[config.mk]
export PLATFORM = sky130hd
export DESIGN_NAME = fo_gpio
export DESIGN_NICKNAME = d
export VERILOG_FILES = /design/src/fo_gpio_pkg.sv /design/src/level_filter.sv /design/src/fo_gpio.sv
export SDC_FILE = /design/constraint.sdc
export NUM_CORES = 1
export LEC_CHECK = 0
export BUFFER_PORTS_ARGS = -buffer_cell sky130_fd_sc_hd__buf_2
export CAP_MARGIN = 5
export CORE_MARGIN = 2
export CORE_UTILIZATION = 40
export CTS_BUF_LIST = sky130_fd_sc_hd__clkbuf_2
export CTS_CLUSTER_DIAMETER = 30
export DETAILED_ROUTE_END_ITERATION = 8
export GPL_ROUTABILITY_DRIVEN = 0
export PLACE_DENSITY = 0.54
export SETUP_SLACK_MARGIN = 0.4
export SKIP_CTS_REPAIR_TIMING = 1
export SYNTH_ARGS = -nofsm -noshare
export SYNTH_HDL_FRONTEND = slang
export SYNTH_SLANG_ARGS = --single-unit
export TNS_END_PERCENT = 50
[constraint.sdc]
create_clock -name sys_clk -period 4.4 [get_ports sys_clk]
set_input_delay 0.66 -clock sys_clk [delete_from_list [all_inputs] [get_ports sys_clk]]
set_output_delay 0.66 -clock sys_clk [all_outputs]
set_load 0.03 [all_outputs]
[src/fo_gpio_pkg.sv]
// Package of constants for the fail-output / alternate pin block.
// Assumes a 10 MHz system clock; all timing counts derive from it.
package fo_gpio_pkg;
  localparam int unsigned CLK_HZ = 10000000;
  // Register indices on the plain register port.
  localparam logic [3:0] ADDR_PIN_CFG = 4'h0;
  localparam logic [3:0] ADDR_FO_CTRL = 4'h1;
  localparam logic [3:0] ADDR_WAKE_STAT = 4'h2;
  localparam logic [3:0] ADDR_LEVEL_STAT = 4'h3;
  localparam logic [3:0] ADDR_MODE_STAT = 4'h4;
  // Pin configuration encodings (3 bits per pin).
  typedef enum logic [2:0] {
    CFG_FAIL_OUT = 3'h0,
    CFG_OFF = 3'h1,
    CFG_WAKE_IN = 3'h2,
    CFG_LOW_SIDE = 3'h3,
    CFG_HIGH_SIDE = 3'h4
  } pin_cfg_t;
  localparam logic [5:0] PIN_CFG_RESET = 6'h00;
  // Operating modes of the device.
  typedef enum logic [2:0] {
    MODE_NORMAL = 3'h0,
    MODE_STOP = 3'h1,
    MODE_SLEEP = 3'h2,
    MODE_RESTART = 3'h3,
    MODE_FAIL_SAFE = 3'h4
  } sys_mode_t;
  // Control register fields.
  localparam int FO_FORCE_BIT = 0;
  localparam int DUTY_LSB = 1;
  localparam logic [1:0] DUTY_RESET = 2'h0; // 20 percent
  // Waveform timing.
  localparam int unsigned IND_PERIOD_MHZ = 1250; // 1.25 Hz in mHz
  localparam int unsigned IND_PERIOD_CYC = int'(64'(CLK_HZ) * 1000 / IND_PERIOD_MHZ);
  localparam int unsigned IND_HIGH_PCT = 50;
  localparam int unsigned PULSE_HZ = 100;
  localparam int unsigned PULSE_PERIOD_CYC = CLK_HZ / PULSE_HZ;
  // Pulsed duty in per-mille: 20, 10, 5, 2.5 percent.
  localparam int unsigned DUTY_PM0 = 200;
  localparam int unsigned DUTY_PM1 = 100;
  localparam int unsigned DUTY_PM2 = 50;
  localparam int unsigned DUTY_PM3 = 25;
  localparam int unsigned STRAP_FILT_US = 64;
  localparam int unsigned STRAP_FILT_CYC = (STRAP_FILT_US * (CLK_HZ / 1000000));
  localparam int unsigned WAKE_FILT_US = 64;
  localparam int unsigned WAKE_FILT_CYC = (WAKE_FILT_US * (CLK_HZ / 1000000));
endpackage

[src/level_filter.sv]
// Level filter: the output follows the input once it has been stable for FILT_CYC clocks.
// Assumes the input is already synchronous to sys_clk.
`timescale 1ns/1ps
`default_nettype none
module level_filter #(
  parameter int unsigned FILT_CYC = 640,
  parameter logic RESET_LEVEL = 1'b1
) (
  input wire logic sys_clk, // System clock
  input wire logic sys_rst, // Synchronous reset, active high
  input wire logic level_in, // Raw level
  output logic level_out // Filtered level
);
  localparam int W = $clog2(FILT_CYC + 1);
  if (FILT_CYC < 1)
  begin : g_bad_filt
    $error("FILT_CYC must be at least 1");
  end
  logic [W-1:0] cnt_q, cnt_d;
  logic lvl_q, lvl_d;
  always_comb
  begin
    cnt_d = '0;
    lvl_d = lvl_q;
    if (level_in != lvl_q)
    begin
      if (cnt_q == W'(FILT_CYC - 1))
        lvl_d = level_in;
      else
        cnt_d = cnt_q + W'(1);
    end
  end
  always_ff @(posedge sys_clk)
  begin
    if (sys_rst)
    begin
      cnt_q <= '0;
      lvl_q <= RESET_LEVEL;
    end
    else
    begin
      cnt_q <= cnt_d;
      lvl_q <= lvl_d;
    end
  end
  assign level_out = lvl_q;
endmodule // level_filter
`default_nettype wire

[src/fo_gpio.sv]
// Fail outputs with alternate general-purpose pin functions.
// Assumes the mode and failure inputs come from the device's state logic, synchronous to sys_clk.
//
// The implementer's own choices: the placing of the registers and the address-and-strobe port.
`timescale 1ns/1ps
`default_nettype none
// Summary of operation
// [RL1] Pins start as fail outputs; software reconfigures.
// [RL2] Wake input filtered like dedicated wake pins.
// [RL3] Wake events latched in wake status register.
// [RL4] Pin levels shown in Normal and Stop.
// [RL5] Pin b level shares the strap bit.
// [RL6] Switches: no diagnostics beyond level feedback.
// [RL7] Configuration writable only in Normal mode.
// [RL8] Switch and fail settings held in Stop/Sleep.
// [RL9] Wake input works in Stop, Sleep, Restart.
// [RL10] Wake disabled in Fail-Safe, resumes afterwards.
// [RL11] Switches off in Restart and Fail-Safe.
// [RL12] Switches resume after Restart, register unchanged.
// [RL13] Fail outputs active on failure-forced modes.
// [RL14] Activated fail output persists into Normal.
// [RL15] Indicator output: 1.25 Hz, 50 percent.
// [RL16] Pulsed output: 100 Hz, selectable duty.
// [RL17] Strap input filtered for 64 us.
// [RL18] Outside circuit holds strap pin high.
// [RL19] Duty choices 20, 10, 5, 2.5 percent.
// [RL20] Three fail outputs activate together.
// [RL21] Force bit activates outputs for test.
// [RL22] Waveforms restart at activation start.
module fo_gpio
  import fo_gpio_pkg::*;
#(
  parameter int unsigned IND_CYC = IND_PERIOD_CYC,
  parameter int unsigned PULSE_CYC = PULSE_PERIOD_CYC,
  parameter int unsigned STRAP_CYC = STRAP_FILT_CYC,
  parameter int unsigned WAKE_CYC = WAKE_FILT_CYC
) (
  input wire logic sys_clk, // System clock, 10 MHz
  input wire logic sys_rst, // Synchronous reset, active high
  input wire logic [3:0] reg_addr, // Register index
  input wire logic [7:0] reg_wdata, // Write data
  input wire logic reg_wr, // Write strobe
  input wire logic reg_rd, // Read strobe
  output logic [7:0] reg_rdata, // Read data, valid the cycle after reg_rd
  input wire logic [2:0] sys_mode, // Present device mode
  input wire logic failure_act, // Failure has forced Restart or Fail-Safe
  input wire logic failure_clr, // Failure flag cleared, no failure present
  input wire logic alt_pin_a_in, // Level at indicator pin
  input wire logic pulsed_fail_out_strap_pin_in, // Level at pulsed/strap pin
  output logic static_fail_out_oe, // Drives first fail pin low
  output logic [1:0] pin_out, // Output value per alternate pin
  output logic [1:0] pin_oe, // Output enable per alternate pin
  output logic [1:0] wake_pulse, // Wake event pulse per pin
  output logic strap_level // Filtered strap level
);
  // Shorter periods leave no room for the 2.5 percent pulse or for the half-period split.
  if (IND_CYC < 2)
  begin : g_bad_ind
    $error("IND_CYC must be at least 2");
  end
  if (PULSE_CYC < 40)
  begin : g_bad_pulse
    $error("PULSE_CYC must be at least 40");
  end
  if (STRAP_CYC < 1 || WAKE_CYC < 1)
  begin : g_bad_filt
    $error("Filter times must be at least one cycle");
  end
  localparam int IW = $clog2(IND_CYC);
  localparam int PW = $clog2(PULSE_CYC);
  // Mode codes above Fail-Safe are never produced by the mode logic; they would act
  // like a running mode here, so the mode logic must keep them out.
  sys_mode_t mode;
  assign mode = sys_mode_t'(sys_mode);
  logic [5:0] cfg_q, cfg_d;
  logic force_q, force_d;
  logic [1:0] duty_q, duty_d;
  logic fail_q, fail_d;
  logic [1:0] wake_stat_q, wake_stat_d;
  logic [1:0] lvl_stat_q, lvl_stat_d;
  logic [7:0] rdata_q, rdata_d;
  logic [IW-1:0] ind_cnt_q, ind_cnt_d;
  logic [PW-1:0] pul_cnt_q, pul_cnt_d;
  logic [1:0] out_q, out_d, oe_q, oe_d, wk_q, wk_d, filt_prev_q;
  logic static_q, static_d;
  logic strap_d;
  logic [1:0] filt;
  logic [1:0] raw_in;
  logic fo_active, wake_ok, sw_ok;
  logic [PW-1:0] duty_cyc;
  pin_cfg_t cfg_a, cfg_b;
  assign raw_in = {pulsed_fail_out_strap_pin_in, alt_pin_a_in};
  assign cfg_a = pin_cfg_t'(cfg_q[2:0]);
  assign cfg_b = pin_cfg_t'(cfg_q[5:3]);
  // The force bit and the failure latch act alike on all three outputs.
  assign fo_active = fail_q | force_q; // RL20 RL21
  // Wake filters; the filter on pin b also serves the strap input.
  level_filter #(.FILT_CYC(WAKE_CYC), .RESET_LEVEL(1'b1)) u_filt_a ( // RL2
    .sys_clk(sys_clk),
    .sys_rst(sys_rst),
    .level_in(raw_in[0]),
    .level_out(filt[0])
  );
  level_filter #(.FILT_CYC(STRAP_CYC), .RESET_LEVEL(1'b1)) u_filt_b ( // RL17
    .sys_clk(sys_clk),
    .sys_rst(sys_rst),
    .level_in(raw_in[1]),
    .level_out(filt[1])
  );
  // Duty counts round down; the shortest permitted period still leaves one cycle at
  // the 2.5 percent setting.
  always_comb
  begin
    case (duty_q) // RL19
      2'h0: duty_cyc = PW'(PULSE_CYC * DUTY_PM0 / 1000);
      2'h1: duty_cyc = PW'(PULSE_CYC * DUTY_PM1 / 1000);
      2'h2: duty_cyc = PW'(PULSE_CYC * DUTY_PM2 / 1000);
      default: duty_cyc = PW'(PULSE_CYC * DUTY_PM3 / 1000);
    endcase
  end
  // Wake detection stays live through Restart so that a wake there is not lost; only
  // Fail-Safe silences it. Switches drop in both failure modes and come back by
  // themselves, because the configuration register is never touched on the way.
  always_comb
  begin
    wake_ok = (mode != MODE_FAIL_SAFE); // RL9 RL10
    sw_ok = (mode != MODE_RESTART) && (mode != MODE_FAIL_SAFE); // RL11 RL12
  end
  // Control and status registers.
  always_comb
  begin
    cfg_d = cfg_q;
    force_d = force_q;
    duty_d = duty_q;
    fail_d = fail_q;
    wake_stat_d = wake_stat_q;
    lvl_stat_d = lvl_stat_q;
    rdata_d = 8'h00;
    // Writes outside Normal are dropped rather than deferred, so Stop and Sleep keep
    // the last Normal setting exactly.
    if (reg_wr && reg_addr == ADDR_PIN_CFG && mode == MODE_NORMAL)
      cfg_d = reg_wdata[5:0]; // RL1 RL7 RL8
    if (reg_wr && reg_addr == ADDR_FO_CTRL)
    begin
      force_d = reg_wdata[FO_FORCE_BIT]; // RL21
      duty_d = reg_wdata[DUTY_LSB +: 2]; // RL16
    end
    // Failure latch; it survives Restart and the return to Normal.
    if (failure_clr)
      fail_d = 1'b0;
    if (failure_act)
      fail_d = 1'b1; // RL13 RL14
    if (reg_wr && reg_addr == ADDR_WAKE_STAT)
      wake_stat_d = wake_stat_q & ~reg_wdata[1:0];
    wake_stat_d = wake_stat_d | wk_d; // RL3
    // Outside Normal and Stop the level status keeps the last value it showed, which
    // is what software finds when it reads it on return.
    if (mode == MODE_NORMAL || mode == MODE_STOP)
      lvl_stat_d = filt; // RL4 RL5
    // Read data are zero outside the cycle after a read, so no stale value is seen.
    if (reg_rd)
    begin
      case (reg_addr)
        ADDR_PIN_CFG: rdata_d = {2'h0, cfg_q};
        ADDR_FO_CTRL: rdata_d = {5'h00, duty_q, force_q};
        ADDR_WAKE_STAT: rdata_d = {6'h00, wake_stat_q};
        ADDR_LEVEL_STAT: rdata_d = {6'h00, lvl_stat_q}; // RL6
        ADDR_MODE_STAT: rdata_d = {4'h0, fo_active, sys_mode};
        default: rdata_d = 8'h00;
      endcase
    end
  end
  // Waveform counters held at zero while inactive so each activation starts a fresh period.
  always_comb
  begin
    ind_cnt_d = '0;
    pul_cnt_d = '0;
    if (fo_active)
    begin
      ind_cnt_d = (ind_cnt_q == IW'(IND_CYC - 1)) ? '0 : ind_cnt_q + IW'(1); // RL22
      pul_cnt_d = (pul_cnt_q == PW'(PULSE_CYC - 1)) ? '0 : pul_cnt_q + PW'(1); // RL22
    end
  end
  // Pin drivers. Fail outputs are open drain, active low: enable means pulled low.
  always_comb
  begin
    logic [2:0] c;
    logic ind_on, pul_on;
    c = 3'h0;
    ind_on = ind_cnt_q < IW'(IND_CYC * IND_HIGH_PCT / 100); // RL15
    pul_on = pul_cnt_q < duty_cyc; // RL16
    static_d = fo_active; // RL20
    out_d = 2'b00;
    oe_d = 2'b00;
    wk_d = 2'b00;
    for (int i = 0; i < 2; i++)
    begin
      c = (i == 0) ? cfg_a : cfg_b;
      case (pin_cfg_t'(c))
        CFG_FAIL_OUT:
        begin
          oe_d[i] = fo_active & ((i == 0) ? ind_on : pul_on);
          out_d[i] = 1'b0;
        end
        CFG_LOW_SIDE:
        begin
          oe_d[i] = sw_ok; // RL11
          out_d[i] = 1'b0;
        end
        CFG_HIGH_SIDE:
        begin
          oe_d[i] = sw_ok; // RL11
          out_d[i] = 1'b1;
        end
        // Either filtered edge is a wake event; the filter has already removed glitches.
        CFG_WAKE_IN:
          wk_d[i] = wake_ok & (filt[i] != filt_prev_q[i]); // RL2 RL9 RL10
        default:
        begin
          oe_d[i] = 1'b0;
          out_d[i] = 1'b0;
        end
      endcase
    end
  end
  // Control and status registers.
  always_ff @(posedge sys_clk)
  begin
    if (sys_rst)
    begin
      cfg_q <= PIN_CFG_RESET;
      force_q <= 1'b0;
      duty_q <= DUTY_RESET;
      fail_q <= 1'b0;
      wake_stat_q <= 2'h0;
      lvl_stat_q <= 2'h3;
      rdata_q <= 8'h00;
    end
    else
    begin
      cfg_q <= cfg_d;
      force_q <= force_d;
      duty_q <= duty_d;
      fail_q <= fail_d;
      wake_stat_q <= wake_stat_d;
      lvl_stat_q <= lvl_stat_d;
      rdata_q <= rdata_d;
    end
  end
  // Waveform counters.
  always_ff @(posedge sys_clk)
  begin
    if (sys_rst)
    begin
      ind_cnt_q <= '0;
      pul_cnt_q <= '0;
    end
    else
    begin
      ind_cnt_q <= ind_cnt_d;
      pul_cnt_q <= pul_cnt_d;
    end
  end
  // Pin drivers and the edge history of the filtered levels.
  always_ff @(posedge sys_clk)
  begin
    if (sys_rst)
    begin
      out_q <= 2'h0;
      oe_q <= 2'h0;
      wk_q <= 2'h0;
      filt_prev_q <= 2'h3;
      static_q <= 1'b0;
    end
    else
    begin
      out_q <= out_d;
      oe_q <= oe_d;
      wk_q <= wk_d;
      filt_prev_q <= filt;
      static_q <= static_d;
    end
  end
  // The strap level is followed in every mode and configuration; the decision it feeds
  // must not depend on how software has set the pin up.
  always_comb
  begin
    strap_d = filt[1]; // RL17
  end
  always_ff @(posedge sys_clk)
  begin
    if (sys_rst)
      strap_level <= 1'b1;
    else
      strap_level <= strap_d;
  end
  assign reg_rdata = rdata_q;
  assign static_fail_out_oe = static_q;
  assign pin_out = out_q;
  assign pin_oe = oe_q;
  assign wake_pulse = wk_q;
endmodule // fo_gpio
`default_nettype wire

==> results of run 1 <==
## cells by family after synthesis
logic type	Yosys count	share of synthesized area (%)
compound gates	66	9.76
buf+inv	28	3.00
simple gates	218	27.2
other cells	1	0.0873
flops	91	42.4
mux	12	2.80
xor+xnor	42	8.57
fa+ha+maj	21	6.12
## state kept, by name, summed over array words and instances (netlist names)
register,flops
filt_prev_q,2
pul_cnt_q,17
u_filt_a.cnt_q,10
pin_oe,2
u_filt_b.cnt_q,10
pin_out,2
u_filt_b.level_out,1
force_q,1
wake_pulse,2
u_filt_a.level_out,1
cfg_q,6
duty_q,2
wake_stat_q,2
reg_rdata,6
ind_cnt_q,23
static_fail_out_oe,1
lvl_stat_q,2
fail_q,1
## per-stage QoR
stage	instance area, µm²	cells	hold WS [ns]	setup WS [ns]
final	4720	654	0.329	1.69
after global routing	4720	654	0.242	1.55
after CTS	4720	654	0.277	1.69
after detailed placement	4570	638	0.451	1.73
after global placement	4570	638	0.440	1.75
after floorplan	4300	480	0.426	2.23
## tightest hold or removal path, delay by kind of cell
kind / cells / cell delay (ns)
AOI/OAI and AO/OA: 1 / 0.04
buffers and inverters: 1 / 0.10
and+or+nand+nor: 1 / 0.07
## synthesized netlist by cell type, drive strengths merged (6+ instances only)
cell    instances  area, µm²
or3             9       57.6
o21ai          18       90.1
nand4          20        125
and4            9       80.1
o31ai           8       60.1
inv            15       56.3
and3            9       56.3
or4            11       86.3
dfxtp          91       1820
nor4            6       37.5
ha             21        263
mux2i          12        120
buf             6       46.3
nand2          33        124
xnor2          17        149
xor2           25        219
nand3          26        135
clkbuf          7       26.3
nor3           10       50.1
a21oi          24        120
nor2           61        229
## power by group through the flow
stage | Sequential (µW) | Combinational, µW | Clock [µW]
4_1_cts | 840 | 65.2 | 514
6_report | 840 | 64.8 | 493
5_1_grt | 843 | 72.0 | 555
3_5_place_dp | 855 | 64.8 | 0
2_1_floorplan | 857 | 38.5 | 0
3_3_place_gp | 855 | 64.4 | 0
## metal layers
metal / vias to the layer above / part of all wire, % / GRT usage, %
met5: - / 0 / 0
met4: 0 / 0.87 / 6.04
met3: 6 / 4.4 / 3.93
met2: 60 / 43 / 24.9
met1: 1611 / 52 / 22.9
li1: 1791 / - / -
## final timing paths
kind / cells after the start / start / to
setup / recovery: 5 / ind_cnt_q[0]$_SDFF_PP0_ / ind_cnt_q[21]$_SDFF_PP0_
hold / removal: 3 / failure_act / fail_q$_SDFFE_PP0P_
setup reg to reg: 5 / ind_cnt_q[0]$_SDFF_PP0_ / ind_cnt_q[21]$_SDFF_PP0_
hold reg to reg: 1 / u_filt_a.cnt_q[0]$_SDFF_PP0_ / u_filt_a.cnt_q[0]$_SDFF_PP0_
## area by class of cell
class | count | area share [%]
Inverter | 15 | 1.19
Multi-Input combinational cell | 361 | 49.8
Sequential cell | 91 | 38.6
Clock buffer | 9 | 0.955
Clock inverter | 7 | 2.10
Tap cell | 136 | 3.61
Timing Repair Buffer | 35 | 3.77
==> impl_metrics.py, run 1 <==
metrics = {
    "outcome": {
        "run_status": "complete, no violations",
    },
    "cts": {
        "cts_inserted_buffers": 9,
        "clock_sink_count": 91,
        "path_clk_slew_ns": 0.25,
        "ctsHtreeMaxLevel": 3,
        "clk-insertion-delay-late_ns": 0.55,
        "cts_tree": "yes",
        "clock_tree.buffer_depth": 2,
        "cts_root_buffer": "sky130_fd_sc_hd__clkbuf_2",
    },
    "yosys": {
        "yosys_warnings": 0,
        "ys_ff_latch": 91,
        "synthDistinctLibCells": 54,
        "async_sr_flop_fraction_pct": 0,
        "seq_total_area_yosys_pct": 42.4,
        "postSynthAreaPerCell_um2": 8.96,
        "ys_dominant_reg_cell": "sky130_fd_sc_hd__dfxtp_1",
        "post_synth_instance_area_mm2": 0.00429,
        "syn_inst": 479,
        "synth_edf_count": 0,
    },
    "sta": {
        "slew_headroom_pct": 18.9,
        "rsz0062_at_grt": "false",
        "setup_tns_ns": 0,
        "setup_viol": 0,
        "hold_viol_final": 0,
        "timing_worst_slew_pin_value_ns": 1.21,
        "period_utilization_pct": 61.5,
        "fin_skew_ns": 0.0216,
        "max_freq_mhz": 369,
        "timing.final.max_slew_violations": 0,
        "finalWorstPathRequiredPeriod_ns": 2.71,
    },
    "detailed_routing": {
        "route.detailed.drc": 0,
        "dr.pass1.iters": 5,
        "wirelength_um": 9000,
        "routedWlPerCell_um": 13.8,
        "route.detailed.vias_per_inst": 5.30,
        "vias": 3468,
        "antenna_violating_nets_post_route": 0,
        "dr.first_iter.drc_count": 156,
    },
    "global_route": {
        "globalRoute.totalOverflow": 0,
        "grt_pass1_wl_um": 15100,
        "grt_start_max_net_pins": 23,
        "first_global_vias": 3097,
        "antenna_violations_before_repair": 0,
        "grt_util_all_layers_pct": 16.5,
    },
    "die": {
        "placement_rows": 37,
        "ios": 39,
        "floorplan.initialDensity_pct": 41.4,
        "coreArea_mm2": 0.0104,
        "dieHeight_um": 108,
        "die_x_um": 108,
        "total_die_area_mm2": 0.0116,
    },
    "pwr": {
        "sw_ratio_pct": 25.0,
        "pwr_density_cell_mw_per_mm2": 296,
        "maximum_resistive_drop_on_vdd_mv": 0.134,
        "pwr-share-clk_pct": 35.3,
        "power_spent_charging_and_discharging_nets_uw": 349,
        "power_report.internal_total_uw": 1050,
        "leakage_power_summed_over_all_cells_uw": 0.00175,
        "power.combinational.fraction_pct": 4.6,
        "sequentialPowerShare_pct": 60.1,
        "power.total_uw": 1400,
    },
    "placement": {
        "place.port_buffers": 34,
        "hpwl_reported_at_the_end_of_detailed_placement_um": 6610,
    },
    "worst_setup_path": {
        "setup.worst_path.end_class": "flip-flop",
        "setup.reg_to_reg.worst_slack_ns": 1.69,
        "timing.critical_path.from_type": "flip-flop",
        "timing.critical_path.slowest_stage_cell": "sky130_fd_sc_hd__o41ai_4",
        "number_of_buffers_and_inverters_on_the_critical_path": 0,
        "path_delay_family": "compound AO/OA/AOI/OAI gates",
        "cp_slowest_stage_delay_ns": 1.04,
        "arrival_ns": 3.12,
        "sequence_of_cells_on_the_critical_path": "ha_1 -> nand2_1 -> or4_4 -> o41ai_4 -> a21oi_1",
        "critPathKind": "flip-flop to flip-flop",
        "timing.critical_path.required_ns": 4.81,
        "critPathMaxFanout": 22,
    },
    "finish": {
        "seqCellArea_mm2": 0.00182,
        "finish.utilization_pct": 45.5,
        "mostFrequentLayoutCell": "sky130_fd_sc_hd__dfxtp_1",
        "fillCellCount": 1044,
        "net_count_reported_at_finish": 557,
        "n_antenna_cell": 0,
        "multi_input_comb_area_mm2": 0.00235,
        "drive_gt1_share_pct": 12.4,
        "synthToLayoutAreaGrowth_pct": 9.85,
        "layout_common_cells": "sky130_fd_sc_hd__dfxtp_1 (91), sky130_fd_sc_hd__nor2_1 (61), sky130_fd_sc_hd__buf_2 (34)",
    },
    "worst_hold_path": {
        "hp-class": "primary input to flip-flop",
    },
    "flow_run": {
        "max-cap-violations": 0,
    },
}
(Power assumes the default switching activity.)
==> run 2, diff against run 1 <==
--- a/config.mk
+++ b/config.mk
@@ -13,7 +13,7 @@
 export CTS_CLUSTER_DIAMETER = 30
 export DETAILED_ROUTE_END_ITERATION = 8
 export GPL_ROUTABILITY_DRIVEN = 0
-export PLACE_DENSITY = 0.54
+export PLACE_DENSITY = 0.57
 export SETUP_SLACK_MARGIN = 0.4
 export SKIP_CTS_REPAIR_TIMING = 1
 export SYNTH_ARGS = -nofsm -noshare
==> constraint.sdc (replaced) <==
create_clock -name sys_clk -period 2.29 [get_ports sys_clk]
set_input_delay 0.3435 -clock sys_clk [delete_from_list [all_inputs] [get_ports sys_clk]]
set_output_delay 0.3435 -clock sys_clk [all_outputs]
set_load 0.03 [all_outputs]
==> impl_metrics.py, run 2 (same netlist as run 1, synthesis figures left out) <==
metrics = {
    "cts": {
        "cts_inserted_buffers": 9,
        "cts_root_buffer": "sky130_fd_sc_hd__clkbuf_2",
        "clock_sink_count": 91,
        "path_clk_slew_ns": 0.23,
        "clk-insertion-delay-late_ns": 0.58,
        "clock_tree.buffer_depth": 2,
        "ctsHtreeMaxLevel": 3,
        "cts_tree": "yes",
    },
    "placement": {
        "place.port_buffers": 34,
        "numPlacedInstances": 649,
        "hpwl_reported_at_the_end_of_detailed_placement_um": 6840,
        "dpl_worst_slack_ns": 0.189,
    },
    "sta": {
        "timing_worst_slew_pin_value_ns": 0.797,
        "setup_viol": 0,
        "setup_tns_ns": 0,
        "timing.final.max_slew_violations": 0,
        "finalWorstPathRequiredPeriod_ns": 1.97,
        "fin_skew_ns": 0.0249,
        "worst_slack_ns": 0.317,
        "max_freq_mhz": 507,
        "hold_slack_ns": 0.00963,
        "rsz0062_at_grt": "true",
        "hold_viol_final": 0,
        "slew_headroom_pct": 46.1,
        "period_utilization_pct": 86.2,
    },
    "finish": {
        "drive_gt1_share_pct": 16.4,
        "net_count_reported_at_finish": 577,
        "instances_no_fill": 674,
        "synthToLayoutAreaGrowth_pct": 15.6,
        "n_antenna_cell": 0,
        "layout_common_cells": "sky130_fd_sc_hd__dfxtp_1 (85), sky130_fd_sc_hd__nor2_1 (61), sky130_fd_sc_hd__buf_2 (34)",
        "mostFrequentLayoutCell": "sky130_fd_sc_hd__dfxtp_1",
        "reg_top3": "ind_cnt_q (23), pul_cnt_q (17)",
        "largest_reg_flops": 23,
        "fillCellCount": 1010,
        "regMostFlops": "ind_cnt_q",
    },
    "die": {
        "floorplan.initialDensity_pct": 41.4,
        "placement_rows": 37,
        "ios": 39,
        "dieHeight_um": 108,
        "total_die_area_mm2": 0.0116,
        "die_x_um": 108,
        "coreArea_mm2": 0.0104,
    },
    "detailed_routing": {
        "dr.first_iter.drc_count": 209,
        "routedWlPerCell_um": 14.0,
        "wirelength_um": 9420,
        "antenna_violating_nets_post_route": 0,
        "route.detailed.drc": 0,
        "vias": 3585,
        "route.detailed.vias_per_inst": 5.32,
        "dr.pass1.iters": 4,
    },
    "global_route": {
        "grt_pass1_wl_um": 15800,
        "globalRoute.totalOverflow": 0,
        "grt_util_all_layers_pct": 17.2,
        "first_global_vias": 3393,
        "grt_start_max_net_pins": 22,
        "antenna_violations_before_repair": 0,
    },
    "worst_setup_path": {
        "arrival_ns": 2.45,
        "timing.critical_path.required_ns": 2.77,
        "critPathKind": "flip-flop to flip-flop",
        "timing.critical_path.from_type": "flip-flop",
        "critPathMaxFanout": 17,
        "setup.worst_path.end_class": "flip-flop",
    },
    "pwr": {
        "pwr_density_cell_mw_per_mm2": 582,
        "power.total_uw": 2890,
        "leakage_power_summed_over_all_cells_uw": 0.00188,
        "maximum_resistive_drop_on_vdd_mv": 0.440,
    },
    "flow_run": {
        "max-cap-violations": 0,
    },
    "outcome": {
        "run_status": "complete, no violations",
    },
    "worst_hold_path": {
        "hp-class": "primary input to flip-flop",
    },
}
[run 2: changes by cell type in the layout (fill, tap and decap cells not counted), sizes merged]
cell / change
bufinv: +2
dlygate4sd3: +7
clkinvlp: -1
buf: +13
inv: -1
[run 2: cell type report]
| type | instances | area, µm² | area share, % |
|---|---|---|---|
| Timing Repair Buffer | 55 | 349 | 7.03 |
| Sequential cell | 91 | 1830 | 36.9 |
| Clock inverter | 7 | 139 | 2.80 |
| Clock buffer | 9 | 45.0 | 0.907 |
| Tap cell | 136 | 170 | 3.43 |
| Inverter | 15 | 56.3 | 1.13 |
| Multi-Input combinational cell | 361 | 2370 | 47.8 |
[run 2: where the power goes]
group	total [µW]	leakage [µW]	internal, µW	switching, µW
Clock	1140	0.000106	579	556
Combinational	142	0.00104	56.8	84.8
Sequential	1610	0.000738	1600	11.5
Total	2890	0.00188	2240	653
[run 2: final timing paths]
check | from | end | slack, ns | depth (start not counted)
setup / recovery | ind_cnt_q[10]$_SDFF_PP0_ | ind_cnt_q[5]$_SDFF_PP0_ | 0.32 | 5
hold / removal | reg_wdata[5] | cfg_q[5]$_SDFFE_PP0P_ | 0.01 | 3
setup reg to reg | ind_cnt_q[10]$_SDFF_PP0_ | ind_cnt_q[5]$_SDFF_PP0_ | 0.32 | 5
hold reg to reg | ind_cnt_q[0]$_SDFF_PP0_ | ind_cnt_q[0]$_SDFF_PP0_ | 0.46 | 1
[run 2: per-layer routing]
layer,up-vias,wire (µm),GRT usage (%)
li1,1829,-,-
met1,1692,4490,21.5
met2,54,4410,28.1
met3,10,411,5.99
met4,0,106,4.76
met5,-,0,0
[run 2: per-stage QoR]
step | instance area [µm²] | utilization, %
floorplan | 4300 | -
global placement | 4660 | 44.9
detailed placement | 4660 | 44.9
CTS | 4840 | 46.7
global route | 4970 | 47.9
finish | 4970 | 47.9
[run 2: critical path, cell delays in order (launching register included)]
cell and delay, ns:
sky130_fd_sc_hd__dfxtp_2 0.40, sky130_fd_sc_hd__or4b_1 0.51, sky130_fd_sc_hd__or4_4 0.43, sky130_fd_sc_hd__o41ai_4 0.26
sky130_fd_sc_hd__buf_6 0.22, sky130_fd_sc_hd__a21oi_1 0.06
